### src/common/cz_pkg.sv
// constants, field layouts and types shared by the conveyor zone logic.
// assumes a 250 MHz module clock and a 32-bit plain register port.
package cz_pkg;
	// ************************************************************
	// geometry and bus
	// ************************************************************
	localparam int ZONES       = 2;        // zone 0 upstream, zone 1 downstream
	localparam int ADDR_W      = 8;
	localparam int DATA_W      = 32;
	localparam int OFF_W       = 5;        // offset bits inside one zone window
	localparam int TIME_W      = 16;
	localparam int CNT_W       = 16;
	localparam int RETRY_W     = 2;

	// ************************************************************
	// register offsets (byte addresses)
	// ************************************************************
	localparam logic [4:0] OFF_CFG   = 5'h00;
	localparam logic [4:0] OFF_GAP   = 5'h04;
	localparam logic [4:0] OFF_ACC   = 5'h08;
	localparam logic [4:0] OFF_HOFF  = 5'h0C;
	localparam logic [4:0] OFF_REC   = 5'h10;
	localparam logic [4:0] OFF_HOLD  = 5'h14;
	localparam logic [4:0] OFF_CMD   = 5'h18;
	localparam logic [4:0] OFF_STAT  = 5'h1C;
	localparam logic [7:0] ADDR_LOCATE = 8'h40;

	// ************************************************************
	// field positions
	// ************************************************************
	localparam int CFG_MODE_LSB   = 0;     // two bits
	localparam int CFG_SKIP_REC_H = 2;
	localparam int CFG_SKIP_REC_S = 3;
	localparam int CFG_NO_RETRY   = 4;
	localparam int CFG_SKIP_HOFF  = 5;
	localparam int CFG_ACCEPTOR   = 6;
	localparam int CFG_W          = 7;
	localparam int CMD_CLEAR      = 0;
	localparam int HOLD_BIT       = 0;
	localparam int LOCATE_BIT     = 0;
	localparam int STAT_FAULT     = 0;
	localparam int STAT_KIND_H    = 1;
	localparam int STAT_KIND_S    = 2;
	localparam int STAT_MOTOR     = 3;
	localparam int STAT_CNT_LSB   = 16;

	typedef logic [1:0] cz_mode_t;
	localparam cz_mode_t MODE_SINGLE = 2'h0;
	localparam cz_mode_t MODE_BATCH  = 2'h1;
	localparam cz_mode_t MODE_GAP    = 2'h2;

	// ************************************************************
	// timing
	// ************************************************************
	localparam int CLK_PERIOD_NS   = 4;
	localparam int TICK_US         = 1000;
	localparam int TICK_CYCLES_DEF = TICK_US * 1000 / CLK_PERIOD_NS;
	localparam int TICKS_PER_S     = 1000000 / TICK_US;
	localparam int HOFF_WAIT_S     = 5;
	localparam int RECOVER_S       = 5;
	localparam int BLINK_HALF_MS   = 250;

	// ************************************************************
	// reset values
	// ************************************************************
	localparam logic [CFG_W-1:0]   CFG_RST   = 7'h00;
	localparam logic [TIME_W-1:0]  GAP_RST   = 16'h0000;
	localparam logic [TIME_W-1:0]  ACC_RST   = 16'h0000;
	localparam logic [TIME_W-1:0]  HOFF_RST  = TIME_W'(HOFF_WAIT_S * TICKS_PER_S);
	localparam logic [TIME_W-1:0]  REC_RST   = TIME_W'(RECOVER_S * TICKS_PER_S);
	localparam logic [TIME_W-1:0]  BLINK_TK  = TIME_W'(BLINK_HALF_MS * 1000 / TICK_US);
	localparam logic [RETRY_W-1:0] RETRY_MAX = 2'h3;
	localparam logic [ZONES-1:0]   HOLD_RST  = 2'h0;

	typedef enum logic [6:0] {
		ST_EMPTY  = 7'h01,
		ST_ACCEPT = 7'h02,
		ST_ARRIVE = 7'h04,
		ST_HELD   = 7'h08,
		ST_GAP    = 7'h10,
		ST_DISCH  = 7'h20,
		ST_FAULT  = 7'h40
	} cz_state_e;
endpackage : cz_pkg

### src/rtl/cz_sync.sv
// two flip-flop synchroniser for a bundle of independent levels.
// assumes each bit is a slow level; multi-bit coherence is not kept.
`timescale 1ns/10ps
module cz_sync #(
	parameter int W = 1
) (
	input  wire logic         clock_i,
	input  wire logic         rst_b_i,
	input  wire logic [W-1:0] async_i,
	output logic      [W-1:0] sync_o
);
	logic [W-1:0] meta_ff;

	always_ff @(posedge clock_i or negedge rst_b_i) begin
		if (!rst_b_i) begin
			meta_ff <= '0;
			sync_o  <= '0;
		end else begin
			meta_ff <= async_i;
			sync_o  <= meta_ff;
		end
	end
endmodule : cz_sync

### src/rtl/cz_tick.sv
// divider giving the common one-cycle time base enable for all zone delays.
// assumes CYCLES is the tick period in module clock cycles.
`timescale 1ns/10ps
module cz_tick #(
	parameter int CYCLES = 250000
) (
	input  wire logic clock_i,
	input  wire logic rst_b_i,
	output logic      tick_o
);
	localparam int CW = $clog2(CYCLES);
	logic [CW-1:0] cnt_ff;

	if (CYCLES < 2) begin : g_bad
		$error("cz_tick: CYCLES must be at least 2");
	end

	always_ff @(posedge clock_i or negedge rst_b_i) begin
		if (!rst_b_i) begin
			cnt_ff <= '0;
			tick_o <= 1'b0;
		end else if (cnt_ff == CW'(CYCLES - 1)) begin
			cnt_ff <= '0;
			tick_o <= 1'b1;
		end else begin
			cnt_ff <= cnt_ff + 1'b1;
			tick_o <= 1'b0;
		end
	end
endmodule : cz_tick

### src/rtl/cz_zone_ctrl.sv
// two-zone conveyor release controller with register port and neighbour handshakes.
// assumes neighbour and sensor pins are asynchronous levels; nv_hold_i is the stored
// hold image presented by non-volatile storage from power-up onward.
//
// What this block does
// - locate-flash blinks every LED; a second locate command stops it.
// - locate-flash holds both motors stopped.
// - each zone has its own settings; writing one never touches the other.
// - release mode resets to one-by-one and a write takes effect at once.
// - release mode is chosen per zone, zones may differ.
// - batch mode releases together with the downstream accumulated carton.
// - staggered mode releases after downstream release plus own gap delay.
// - gap delay only for accumulated cartons, never for pass-through.
// - consecutive staggered zones each wait their own gap in turn.
// - accepting zone waits accept delay from sensor leading edge before motor.
// - accept delay applies only to a zone configured as accepting.
// - per-zone flag set while handoff-timeout or blocked-sensor fault is active.
// - per-zone count of all faults, cleared only by power cycle.
// - host clear command attempts to clear a blocked-sensor fault.
// - with hold set, next arriving carton stops until hold removed.
// - host-written hold goes to non-volatile storage and returns at power-up.
// - skip-recovery option per fault type clears without recovery delay.
// - three automatic clearing attempts for a blocked-sensor fault by default.
// - no-retries option makes no attempts; fault stays until sensor cleared.
// - discharging zone waits handoff limit for arrival; accepting zone signals arrival.
// - skip-handoff never raises a handoff-timeout fault; frees zone once carton has left.
// - handoff wait limit and recovery delay reset to 5 seconds.
//
// Added by the designer: the register offsets and the strobed register port.
`timescale 1ns/10ps
module cz_zone_ctrl #(
	parameter int TICK_CYCLES = cz_pkg::TICK_CYCLES_DEF
) (
	input  wire logic                      clock_i,
	input  wire logic                      rst_b_i,
	input  wire logic [cz_pkg::ADDR_W-1:0] reg_addr_i,
	input  wire logic [cz_pkg::DATA_W-1:0] reg_wdata_i,
	input  wire logic                      reg_wr_i,
	input  wire logic                      reg_rd_i,
	output logic      [cz_pkg::DATA_W-1:0] reg_rdata_o,
	input  wire logic [cz_pkg::ZONES-1:0]  sensor_i,
	input  wire logic                      up_send_i,
	input  wire logic                      dn_ready_i,
	input  wire logic                      dn_arrived_i,
	input  wire logic                      dn_release_i,
	input  wire logic [cz_pkg::ZONES-1:0]  nv_hold_i,
	output logic      [cz_pkg::ZONES-1:0]  motor_o,
	output logic      [cz_pkg::ZONES:0]    led_o,
	output logic                           up_ready_o,
	output logic                           up_arrived_o,
	output logic                           up_release_o,
	output logic                           dn_send_o,
	output logic                           nv_wr_o,
	output logic      [cz_pkg::ZONES-1:0]  nv_hold_o
);
	import cz_pkg::*;

	if (TICK_CYCLES < 2) begin : g_bad
		$error("cz_zone_ctrl: TICK_CYCLES must be at least 2");
	end

	// ************************************************************
	// pin synchronisation and time base
	// ************************************************************
	localparam int SW = 2 * ZONES + 4;
	logic [SW-1:0]    pins_s;
	logic [ZONES-1:0] sens_s;
	logic [ZONES-1:0] nvh_s;
	logic             up_send_s;
	logic             dn_ready_s;
	logic             dn_arr_s;
	logic             dn_rel_s;
	logic             tick;

	cz_sync #(.W(SW)) u_sync (
		.clock_i (clock_i),
		.rst_b_i (rst_b_i),
		.async_i ({nv_hold_i, dn_release_i, dn_arrived_i, dn_ready_i, up_send_i, sensor_i}),
		.sync_o  (pins_s)
	);
	assign {nvh_s, dn_rel_s, dn_arr_s, dn_ready_s, up_send_s, sens_s} = pins_s;

	// one shared tick so every delay has the same resolution
	cz_tick #(.CYCLES(TICK_CYCLES)) u_tick (
		.clock_i (clock_i),
		.rst_b_i (rst_b_i),
		.tick_o  (tick)
	);

	// ************************************************************
	// register decode
	// ************************************************************
	logic [OFF_W-1:0] off;
	logic             zone_hit;
	logic             loc_wr;
	assign off      = reg_addr_i[OFF_W-1:0];
	assign zone_hit = (reg_addr_i[ADDR_W-1:OFF_W+1] == '0);
	assign loc_wr   = reg_wr_i && (reg_addr_i == ADDR_LOCATE);

	logic [CFG_W-1:0]  cfg_ff  [ZONES];
	logic [TIME_W-1:0] gap_ff  [ZONES];
	logic [TIME_W-1:0] acc_ff  [ZONES];
	logic [TIME_W-1:0] hoff_ff [ZONES];
	logic [TIME_W-1:0] rec_ff  [ZONES];
	logic [CNT_W-1:0]  cnt_ff  [ZONES];
	logic [1:0]        kind_ff [ZONES];
	logic [ZONES-1:0]  hold_ff;
	logic [ZONES-1:0]  flag_w;
	logic [ZONES-1:0]  ready_w;
	logic [ZONES-1:0]  send_w;
	logic [ZONES-1:0]  arr_ff;
	logic [ZONES-1:0]  rel_ff;
	logic [ZONES-1:0]  motor_ff;
	logic [ZONES-1:0]  ready_in;
	logic [ZONES-1:0]  arr_in;
	logic [ZONES-1:0]  drel_in;
	logic [ZONES-1:0]  send_in;
	logic              flash_ff;

	// ************************************************************
	// neighbour wiring: zone 0 feeds zone 1, zone 1 feeds the next module
	// ************************************************************
	assign send_in  = {send_w[0], up_send_s};
	assign ready_in = {dn_ready_s, ready_w[1]};
	assign arr_in   = {dn_arr_s, arr_ff[1]};
	assign drel_in  = {dn_rel_s, rel_ff[1]};

	// ************************************************************
	// locate flash and blink
	// ************************************************************
	logic [TIME_W-1:0] blink_cnt_ff;
	logic              blink_ff;

	always_ff @(posedge clock_i or negedge rst_b_i) begin
		if (!rst_b_i) begin
			flash_ff <= 1'b0;
		end else if (loc_wr && reg_wdata_i[LOCATE_BIT]) begin
			flash_ff <= !flash_ff;
		end
	end

	always_ff @(posedge clock_i or negedge rst_b_i) begin
		if (!rst_b_i) begin
			blink_cnt_ff <= '0;
			blink_ff     <= 1'b0;
		end else if (!flash_ff) begin
			blink_cnt_ff <= '0;
			blink_ff     <= 1'b0;
		end else if (tick) begin
			if (blink_cnt_ff >= BLINK_TK - 1'b1) begin
				blink_cnt_ff <= '0;
				blink_ff     <= !blink_ff;
			end else begin
				blink_cnt_ff <= blink_cnt_ff + 1'b1;
			end
		end
	end

	// ************************************************************
	// accumulate hold with non-volatile image
	// ************************************************************
	// wait for the synchroniser to fill before taking the stored image
	logic [1:0] load_cnt_ff;
	logic       hold_wr;
	assign hold_wr = reg_wr_i && zone_hit && (off == OFF_HOLD);

	always_ff @(posedge clock_i or negedge rst_b_i) begin
		if (!rst_b_i) begin
			load_cnt_ff <= 2'h0;
			hold_ff     <= HOLD_RST;
			nv_wr_o     <= 1'b0;
		end else begin
			nv_wr_o <= 1'b0;
			if (load_cnt_ff != 2'h3) begin
				load_cnt_ff <= load_cnt_ff + 2'h1;
				if (load_cnt_ff == 2'h2) begin
					hold_ff <= nvh_s;
				end
			end else if (hold_wr) begin
				hold_ff[reg_addr_i[OFF_W]] <= reg_wdata_i[HOLD_BIT];
				nv_wr_o                    <= 1'b1;
			end
		end
	end
	assign nv_hold_o = hold_ff;

	// ************************************************************
	// per-zone settings and release machine
	// ************************************************************
	for (genvar z = 0; z < ZONES; z++) begin : g_zone
		logic              wr_z;
		logic              clr_ff;
		logic              sens_d_ff;
		logic [TIME_W-1:0] tmr_ff;
		logic [RETRY_W-1:0] retry_ff;
		cz_state_e         state_ff;
		cz_state_e         nxt_state;
		cz_mode_t          mode;
		logic              rel_req;
		logic              rec_done;
		logic              fault_h;
		logic              fault_s;

		assign wr_z = reg_wr_i && zone_hit && (reg_addr_i[OFF_W] == 1'(z));
		assign mode = cfg_ff[z][CFG_MODE_LSB +: 2];

		always_ff @(posedge clock_i or negedge rst_b_i) begin
			if (!rst_b_i) begin
				cfg_ff[z]  <= CFG_RST;
				gap_ff[z]  <= GAP_RST;
				acc_ff[z]  <= ACC_RST;
				hoff_ff[z] <= HOFF_RST;
				rec_ff[z]  <= REC_RST;
			end else if (wr_z) begin
				case (off)
					OFF_CFG:  cfg_ff[z]  <= reg_wdata_i[CFG_W-1:0];
					OFF_GAP:  gap_ff[z]  <= reg_wdata_i[TIME_W-1:0];
					OFF_ACC:  acc_ff[z]  <= reg_wdata_i[TIME_W-1:0];
					OFF_HOFF: hoff_ff[z] <= reg_wdata_i[TIME_W-1:0];
					OFF_REC:  rec_ff[z]  <= reg_wdata_i[TIME_W-1:0];
					default: ;
				endcase
			end
		end

		always_ff @(posedge clock_i or negedge rst_b_i) begin
			if (!rst_b_i) begin
				clr_ff <= 1'b0;
			end else begin
				clr_ff <= wr_z && (off == OFF_CMD) && reg_wdata_i[CMD_CLEAR];
			end
		end

		// batch follows the downstream release edge or an empty downstream zone
		always_comb begin
			case (mode)
				MODE_BATCH: rel_req = ready_in[z] || drel_in[z];
				MODE_GAP:   rel_req = ready_in[z] || drel_in[z];
				default:    rel_req = ready_in[z];
			endcase
		end

		assign rec_done = kind_ff[z][1] ? (cfg_ff[z][CFG_SKIP_REC_S] || tmr_ff >= rec_ff[z])
		                                : (cfg_ff[z][CFG_SKIP_REC_H] || tmr_ff >= rec_ff[z]);

		always_comb begin
			nxt_state = state_ff;
			fault_h   = 1'b0;
			fault_s   = 1'b0;
			case (state_ff)
				ST_EMPTY: begin
					if (sens_s[z] && !sens_d_ff) begin
						nxt_state = cfg_ff[z][CFG_ACCEPTOR] ? ST_ACCEPT : ST_ARRIVE;
					end
				end
				ST_ACCEPT: begin
					if (tmr_ff >= acc_ff[z]) begin
						nxt_state = ST_ARRIVE;
					end
				end
				ST_ARRIVE: begin
					// a passing carton goes straight on, no gap applied
					if (hold_ff[z] || !ready_in[z]) begin
						nxt_state = ST_HELD;
					end else begin
						nxt_state = ST_DISCH;
					end
				end
				ST_HELD: begin
					if (!hold_ff[z] && rel_req) begin
						nxt_state = (mode == MODE_GAP) ? ST_GAP : ST_DISCH;
					end
				end
				ST_GAP: begin
					if (tmr_ff >= gap_ff[z]) begin
						nxt_state = ST_DISCH;
					end
				end
				ST_DISCH: begin
					if (arr_in[z]) begin
						nxt_state = ST_EMPTY;
					end else if (cfg_ff[z][CFG_SKIP_HOFF] && !sens_s[z]) begin
						nxt_state = ST_EMPTY;
					end else if (tmr_ff >= hoff_ff[z]) begin
						if (sens_s[z]) begin
							nxt_state = ST_FAULT;
							fault_s   = 1'b1;
						end else if (!cfg_ff[z][CFG_SKIP_HOFF]) begin
							nxt_state = ST_FAULT;
							fault_h   = 1'b1;
						end
					end
				end
				ST_FAULT: begin
					if (kind_ff[z][1]) begin
						if (!sens_s[z]) begin
							nxt_state = ST_EMPTY;
						end else if (clr_ff) begin
							nxt_state = ST_DISCH;
						end else if (rec_done && !cfg_ff[z][CFG_NO_RETRY] && retry_ff != '0) begin
							nxt_state = ST_DISCH;
						end
					end else if (rec_done) begin
						nxt_state = sens_s[z] ? ST_HELD : ST_EMPTY;
					end
				end
				default: nxt_state = ST_EMPTY;
			endcase
		end

		// the whole zone freezes while locating so no delay expires unseen
		always_ff @(posedge clock_i or negedge rst_b_i) begin
			if (!rst_b_i) begin
				state_ff  <= ST_EMPTY;
				sens_d_ff <= 1'b0;
				tmr_ff    <= '0;
			end else if (!flash_ff) begin
				state_ff  <= nxt_state;
				sens_d_ff <= sens_s[z];
				if (nxt_state != state_ff) begin
					tmr_ff <= '0;
				end else if (tick && tmr_ff != '1) begin
					tmr_ff <= tmr_ff + 1'b1;
				end
			end
		end

		always_ff @(posedge clock_i or negedge rst_b_i) begin
			if (!rst_b_i) begin
				retry_ff <= RETRY_MAX;
			end else if (!flash_ff) begin
				if (state_ff == ST_EMPTY) begin
					retry_ff <= RETRY_MAX;
				end else if (state_ff == ST_FAULT && nxt_state == ST_DISCH && !clr_ff) begin
					retry_ff <= retry_ff - 1'b1;
				end
			end
		end

		always_ff @(posedge clock_i or negedge rst_b_i) begin
			if (!rst_b_i) begin
				kind_ff[z] <= 2'h0;
				cnt_ff[z]  <= '0;
			end else if (!flash_ff) begin
				if (fault_h || fault_s) begin
					kind_ff[z] <= {fault_s, fault_h};
					if (cnt_ff[z] != '1) begin
						cnt_ff[z] <= cnt_ff[z] + 1'b1;
					end
				end else if (nxt_state != ST_FAULT) begin
					kind_ff[z] <= 2'h0;
				end
			end
		end

		assign flag_w[z]  = (state_ff == ST_FAULT);
		assign ready_w[z] = (state_ff == ST_EMPTY) && !flash_ff;
		assign send_w[z]  = (state_ff == ST_DISCH) && !flash_ff;

		always_ff @(posedge clock_i or negedge rst_b_i) begin
			if (!rst_b_i) begin
				motor_ff[z] <= 1'b0;
				arr_ff[z]   <= 1'b0;
				rel_ff[z]   <= 1'b0;
			end else begin
				motor_ff[z] <= !flash_ff && ((state_ff == ST_DISCH) ||
					(state_ff == ST_EMPTY && send_in[z] && !cfg_ff[z][CFG_ACCEPTOR]));
				arr_ff[z]   <= !flash_ff && state_ff == ST_EMPTY && sens_s[z] && !sens_d_ff;
				rel_ff[z]   <= !flash_ff && (state_ff == ST_HELD || state_ff == ST_GAP) &&
				               nxt_state == ST_DISCH;
			end
		end
	end

	// ************************************************************
	// outputs and read port
	// ************************************************************
	always_ff @(posedge clock_i or negedge rst_b_i) begin
		if (!rst_b_i) begin
			led_o      <= '0;
			up_ready_o <= 1'b0;
			dn_send_o  <= 1'b0;
		end else begin
			led_o      <= flash_ff ? {(ZONES+1){blink_ff}} : {flag_w, 1'b1};
			up_ready_o <= ready_w[0];
			dn_send_o  <= send_w[1];
		end
	end
	assign motor_o      = motor_ff;
	assign up_arrived_o = arr_ff[0];
	assign up_release_o = rel_ff[0];

	logic [DATA_W-1:0] rd_val;
	logic              zs;
	assign zs = reg_addr_i[OFF_W];

	always_comb begin
		rd_val = '0;
		if (reg_addr_i == ADDR_LOCATE) begin
			rd_val[LOCATE_BIT] = flash_ff;
		end else if (zone_hit) begin
			case (off)
				OFF_CFG:  rd_val[CFG_W-1:0]  = cfg_ff[zs];
				OFF_GAP:  rd_val[TIME_W-1:0] = gap_ff[zs];
				OFF_ACC:  rd_val[TIME_W-1:0] = acc_ff[zs];
				OFF_HOFF: rd_val[TIME_W-1:0] = hoff_ff[zs];
				OFF_REC:  rd_val[TIME_W-1:0] = rec_ff[zs];
				OFF_HOLD: rd_val[HOLD_BIT]   = hold_ff[zs];
				OFF_STAT: begin
					rd_val[STAT_FAULT]                = flag_w[zs];
					rd_val[STAT_KIND_H]               = kind_ff[zs][0];
					rd_val[STAT_KIND_S]               = kind_ff[zs][1];
					rd_val[STAT_MOTOR]                = motor_ff[zs];
					rd_val[STAT_CNT_LSB +: CNT_W]     = cnt_ff[zs];
				end
				default: rd_val = '0;
			endcase
		end
	end

	always_ff @(posedge clock_i or negedge rst_b_i) begin
		if (!rst_b_i) begin
			reg_rdata_o <= '0;
		end else begin
			reg_rdata_o <= reg_rd_i ? rd_val : '0;
		end
	end
endmodule : cz_zone_ctrl

### config.mk
export PLATFORM = sky130hd
export DESIGN_NAME = cz_zone_ctrl
export DESIGN_NICKNAME = d
export VERILOG_FILES = /design/src/common/cz_pkg.sv /design/src/rtl/cz_sync.sv /design/src/rtl/cz_tick.sv /design/src/rtl/cz_zone_ctrl.sv
export SDC_FILE = /design/constraint.sdc
export NUM_CORES = 1
export LEC_CHECK = 0
export ABC_AREA = 1
export BUFFER_PORTS_ARGS = -buffer_cell sky130_fd_sc_hd__buf_2
export CORE_ASPECT_RATIO = 1.5
export CORE_MARGIN = 1
export CORE_UTILIZATION = 43
export CTS_CLUSTER_SIZE = 8
export DETAILED_ROUTE_END_ITERATION = 16
export PLACE_DENSITY = 0.61
export SYNTH_ARGS = -nofsm -noshare
export SYNTH_HDL_FRONTEND = slang
export SYNTH_SLANG_ARGS = --single-unit
### constraint.sdc
create_clock -name clock_i -period 3.24 [get_ports clock_i]
set_input_delay 0.324 -clock clock_i [delete_from_list [all_inputs] [get_ports clock_i]]
set_output_delay 0.324 -clock clock_i [all_outputs]
set_load 0.1 [all_outputs]
* Yosys cells after proc, flatten, opt, wreduce, memory -nomap -nowiden
Cells that the tools add are included.
** Operators by class
- Order comparisons :: 12
- Equal/unequal tests :: 42
- Add/subtract/negate cells :: 9
- Bitwise gates (word level) :: 3
- Muxes and demuxes :: 129
- Reduce and logical (&&, ||, !) cells :: 108
** Operator list (count)
- $mux 16 :: 23
- $mux 7 :: 31
- $ge 16x16->1 :: 8
- $pmux 7 s7 :: 2
- $add 16x1->16 const B :: 5
- $mux 32 :: 2
- $ne 16x16->1 const B :: 4
- $logic_and 1x1->1 :: 45
- $mux 1 :: 40
- $pmux 9 s4 :: 1
- $reduce_and 2->1 :: 18
- $mux 31 :: 1
- $eq 7x6->1 const B :: 4
- $mux 2 :: 14
- $mux 6 :: 4
- $eq 5x5->1 const B :: 4
- $add 18x1->18 const B :: 1
- $eq 18x18->1 const B :: 1
- $mux 18 :: 1
- $pmux 3 s6 :: 1
- $reduce_bool 2->1 :: 9
- $ge 16x8->1 const B :: 1
- $logic_not 1->1 :: 16
- $pmux 3 s5 :: 1
- other kinds (32) :: 66
** Storage, ports and cells
- Word-level logic and storage cells :: 347
- Output and inout port bits :: 44
- Input bits :: 52
- Flip-flop bits (word level) :: 333

* Logic depth before layout (Yosys ltp)
- Word-level depth :: 15
- Depth in mapped cells :: 25
- Depth with buffers taken out :: 24

* Cells and area by module
A second synthesis with hierarchy kept.
** Unflattened totals
- Cell total of the unflattened synthesis :: 2358
- Area, all modules :: 19175.9 um2
** Modules (own cells, without submodules)
- cz_zone_ctrl :: sequential area each 7489.7 um2, times used 1, area each 17684.5 um2, cells an instance 2196
- cz_tick :: sequential area each 475.5 um2, times used 1, area each 1091.0 um2, cells an instance 146
- cz_sync :: sequential area each 400.4 um2, times used 1, area each 400.4 um2, cells an instance 16

* Worst setup path after synthesis
OpenSTA, ideal clock, no wires.
- Path kind :: reg-to-reg
- Start :: register hold_ff[1], in the netlist nv_hold_o[1]
- End :: register g_zone[1].tmr_ff[3]
- Data arrival time :: 2618 ps
- Setup time :: 66 ps
- Slack :: 555 ps
- Stages on the path, launching flop included :: 18
- Path buffers :: 1
- Clock period less this slack :: 2685 ps
- Data required time :: 3174 ps
- Cell sequence :: dfrtp_1 inv_1 nand2_1 inv_1 a31oi_1 nand2_1 nand3_1 o21ai_0 inv_1 nand3_1 o21bai_1 nand3_1 nor2_4 nand2_2 nand2_4 buf_6 nand2_1 nand2_1
** Between the ends
- Cells in the longest elaborated chain, start to end :: 7
- Elaborated cells on any way between the ends :: 10
- Classes of those cells :: eq/ne: 1; mux: 4; reduce/logical: 5
** Ends and longest elaborated chain
- start: declaration :: line cz_zone_ctrl.sv:107 : logic [ZONES-1:0] hold_ff;
- start signal: assignment :: line cz_zone_ctrl.sv:177 : hold_ff <= nvh_s;
- start signal: indexed assignment :: line cz_zone_ctrl.sv:180 : hold_ff[reg_addr_i[OFF_W]] <= reg_wdata_i[HOLD_BIT];
- $logic_not 1->1 :: line cz_zone_ctrl.sv:270 : if (!hold_ff[z] && rel_req) begin
- $logic_and 1x1->1 :: line cz_zone_ctrl.sv:270
- $mux 7 :: line cz_zone_ctrl.sv:270
- $pmux 7 s7 (*) :: line cz_zone_ctrl.sv:250 : case (state_ff)
- $ne 7x7->1 (*) :: line cz_zone_ctrl.sv:320 : if (nxt_state != state_ff) begin
- $reduce_bool 2->1 (no source line)
- $reduce_and 2->1 (no source line)
- end signal: assignment :: line cz_zone_ctrl.sv:323 : tmr_ff <= tmr_ff + 1'b1;
- end: declaration :: line cz_zone_ctrl.sv:194 : logic [TIME_W-1:0] tmr_ff;
Mark *: on every way between the ends. The rest lies on a longest branch, timed or not.
A chain may end at the register's enable or synchronous reset.

* Final worst setup path
- Start :: register g_zone[0].tmr_ff[1]
- End :: register g_zone[0].tmr_ff[2]
** Between the ends
- Cells in the longest elaborated chain, start to end :: 13
- Elaborated cells on any way between the ends :: 28
- Classes of those cells :: add/sub: 1; order compare: 4; eq/ne: 2; mux: 14; reduce/logical: 7
** Ends and longest elaborated chain
- start: declaration :: line cz_zone_ctrl.sv:194
- start signal: assignment :: line cz_zone_ctrl.sv:323
- $ge 16x16->1 :: line cz_zone_ctrl.sv:243, cz_zone_ctrl.sv:244
- $logic_or 1x1->1, on equally long branches :: line cz_zone_ctrl.sv:244, cz_zone_ctrl.sv:243
- $mux 1 :: line cz_zone_ctrl.sv:243 : assign rec_done = kind_ff[z][1] ? (cfg_ff[z][CFG_SKIP_REC_S] || tmr_ff >= rec_ff[z])
- $logic_and 1x1->1 (2 in a row) :: line cz_zone_ctrl.sv:300 : end else if (rec_done && !cfg_ff[z][CFG_NO_RETRY] && retry_ff != '0) begin
- $mux 7 :: line cz_zone_ctrl.sv:300
- $mux 7 :: line cz_zone_ctrl.sv:298 : end else if (clr_ff) begin
- $mux 7 :: line cz_zone_ctrl.sv:296 : if (!sens_s[z]) begin
- $mux 7 :: line cz_zone_ctrl.sv:295 : if (kind_ff[z][1]) begin
- $pmux 7 s7 :: line cz_zone_ctrl.sv:250
- $ne 7x7->1 :: line cz_zone_ctrl.sv:320
- $reduce_bool 2->1 (no source line)
- $reduce_and 2->1 (no source line)
Several ways; a longest one is shown, not always the timed one. The select of a mux whose other input is x is not followed.

==> impl_metrics.env <==
export IMPL_setup_viol=0
export IMPL_finalCritPeriodShare_pct=93.3
export IMPL_max_cap_violations=0
export IMPL_cp_required_ns=3.69
export IMPL_start_util_pct=43.8
export IMPL_synth_most_common_cell="nand2_1"
export IMPL_firstDrtPassIters=7
export IMPL_cts_sinks=333
export IMPL_ys_ff_latch=333
export IMPL_slew_headroom_pct=42.7
export IMPL_ys_top_cells_by_area="dfrtp_1, nand2_1, ha_1, inv_1, o21ai_0"
export IMPL_synthArstFlopShare_pct=100
export IMPL_fin_nets=2615
export IMPL_period_needed_ns=3.02
export IMPL_synth_edf_count=0
export IMPL_syn_inst=2310
export IMPL_routedWlPerCell_um=16.8
export IMPL_num_fill_cells=4121
export IMPL_ys_flop_type="dfrtp_1"
export IMPL_critical_path_max_fanout=16
export IMPL_clk_pin_slew_worst_paths_ns=0.05
export IMPL_synthTopCellsByCount="nand2_1, inv_1, dfrtp_1"
export IMPL_synth_seq_area_share_pct=44.4
export IMPL_yosysWarnings=0
export IMPL_grt_first_pass_wirelength_um=82500
export IMPL_syn2layout_area_growth_pct=15.2
export IMPL_drive_gt1_share_pct=12.2
export IMPL_row_count=93
export IMPL_place_hpwl_um=38300
export IMPL_hold_ws_ns=0.0794
export IMPL_drc=0
export IMPL_htree_levels=2
export IMPL_netlist_area_um2=18900
export IMPL_cp_slowest_stage_delay_ns=0.49
export IMPL_dpl_cell_area_um2=20200
export IMPL_clock_skew_ns=0.0317
export IMPL_avgViaCountPerCell=5.24
export IMPL_port_buffers=79
export IMPL_status="finished clean"
export IMPL_power_leakage_nw=11.1
export IMPL_antenna_left=0
export IMPL_fp_dieArea_um2=44700
export IMPL_crit_path_end_kind="flip-flop"
export IMPL_die_h_um=258
export IMPL_rsz0062_at_grt="false"
export IMPL_reg2reg_slack_ns=0.22
export IMPL_synth_nets=2504
export IMPL_wirelength_um=51000
export IMPL_cts_max_path_buffers=3
export IMPL_drt_iter0_markers=954
export IMPL_core_um2=43100
export IMPL_synth_distinct_cells=61
export IMPL_design_area_um2=21700
export IMPL_cp_slowest_cell="dfrtp_2"
export IMPL_peakVddDrop_uv=378
export IMPL_cts_buffers=47
export IMPL_fmax_mhz=331
export IMPL_die_w_um=173
export IMPL_critPathLaunchType="flip-flop"
export IMPL_cp_common_cell="nand2_1"
export IMPL_cts_tree="yes"
export IMPL_finalPower_mw=11.2
export IMPL_critPathArrivalTime_ns=3.47
export IMPL_hold_class="in -> reg"
export IMPL_antenna_found_initial=0
export IMPL_hold_viol=0
export IMPL_power_density_nw_per_um2=517
export IMPL_grt_total_usage_pct=23.3
export IMPL_finalSetupTns_ns=0
export IMPL_overflow=0
export IMPL_yosysTopAreaCell="dfrtp_1"
export IMPL_synth_top_area_share_pct=40.8
export IMPL_place_congestion=0.933
export IMPL_crit_chain="ha_1 -> inv_1 -> nor2_1 -> nor2_1 -> nor3_1 -> nor3_1 -> o21ai_1 -> nand2_1 -> nand2_1 -> nand2_1 -> nand2_1 -> nor2_1 -> o21ai_2 -> nand4_4 -> nand2_2 -> nand2_4 -> nand2_1 -> nand2_1"
export IMPL_maxSlewViolCount=0
export IMPL_worstMarginPinSlew_ns=0.860
export IMPL_clk_latency_ns=0.58
export IMPL_worstSetupPathType="reg -> reg"
export IMPL_syn_mean_instance_area_um2=8.16
export IMPL_grt_max_degree=95
export IMPL_cts_root_buf="clkbuf_16"
export IMPL_dr_total_vias=15900
export IMPL_ios=96
export IMPL_grt_pass1_vias=15800
worst paths after layout:
kind                            cells after the start               endpoint           startpoint
max in group asynchronous                           3  g_zone[0].retry_ff[1]              rst_b_i
worst max register to register                     18    g_zone[0].tmr_ff[2]  g_zone[0].tmr_ff[1]
worst min register to register                      0       u_sync.sync_o[7]    u_sync.meta_ff[7]
worst max-delay path                               18    g_zone[0].tmr_ff[2]  g_zone[0].tmr_ff[1]
min in group asynchronous                           2            hoff_ff[29]              rst_b_i
worst min-delay path                                3               flash_ff             reg_wr_i
layer usage:
metal  global-route usage [%]  wire [um]
met5                        0          0
met1                     26.5      20000
met2                     43.1      26700
met4                     11.4       2400
met3                     2.60       1910
metrics by stage:
stage | instances | worst slack (ns) | util [%]
floorplan | 2310 | 0.555 | -
global placement | 2930 | 0.176 | 46.8
detailed placement | 2930 | 0.116 | 46.8
CTS | 3028 | 0.0908 | 50.3
global route | 3030 | 0.000327 | 50.4
finish | 3031 | 0.217 | 50.4
what timing repair did:
item	4_1_cts	5_1_grt
gates resized for setup	0	6
endpoints found under the hold margin	83	0
hold buffers	10	0
endpoints found under the setup margin	0	19
buffers inserted	0	2
final cells by class:
class | count | area (um^2) | area share (%)
clock inverter | 2 | 50.0 | 0.230
timing repair buffer | 148 | 1050 | 4.83
antenna | 1 | 2.50 | 0.0115
clock buffer | 86 | 1350 | 6.23
sequential | 333 | 8370 | 38.5
inverter | 338 | 1270 | 5.85
multi-input combinational | 1553 | 8910 | 41.0
tap | 570 | 713 | 3.28
cells in the final DEF (no fill, tap or decap), drive strengths merged, types with 60 or more instances in the layout:
| cell type | n |
|---|---|
| dfrtp | 307 |
| o21ai | 225 |
| ha | 142 |
| buf | 138 |
| nand4 | 60 |
| nand2 | 513 |
| clkbuf | 86 |
| inv | 338 |
| nand3 | 69 |
| a21oi | 120 |
| nor2 | 172 |
sequential cells by signal, summed over array words and instances (netlist names), 8 cells and up:
register and flops:
gap_ff 32, rec_ff 32, reg_rdata_o 32, u_tick.cnt_ff 18, cnt_ff 32, cfg_ff 14, acc_ff 32, u_sync.meta_ff 8
u_sync.sync_o 8, blink_cnt_ff 16, g_zone.tmr_ff 32, g_zone.state_ff 14, hoff_ff 32
critical path, delay by kind of cell, from the launching register on:
family / cells / cell delay [ns]
flip-flops: 1 / 0.49
AND/OR/NAND/NOR: 14 / 1.63
buffers and inverters: 1 / 0.05
adder cells (fa/ha/maj): 1 / 0.32
AO/OA/AOI/OAI: 2 / 0.39
cell families (layout without fill, tap and decap cells):
| logic type | count (synthesis) | count (layout) | share of synthesized area (%) |
|---|---|---|---|
| compound gates | 447 | 447 | 13.2 |
| other cells | 0 | 1 | 0 |
| mux | 11 | 11 | 0.657 |
| buf+inv | 424 | 574 | 8.59 |
| fa+ha+maj | 142 | 142 | 9.42 |
| xor+xnor | 64 | 64 | 2.97 |
| simple gates | 889 | 889 | 20.8 |
| flops | 333 | 333 | 44.4 |
power by group:
group / leakage [nW] / total, mW / internal [mW] / switching, mW
Sequential: 3.93 / 4.66 / 4.47 / 0.192
Clock: 0.664 / 4.70 / 2.81 / 1.89
Combinational: 6.51 / 1.86 / 0.612 / 1.25
Total: 11.1 / 11.2 / 7.89 / 3.33
(Power assumes the default switching activity.)
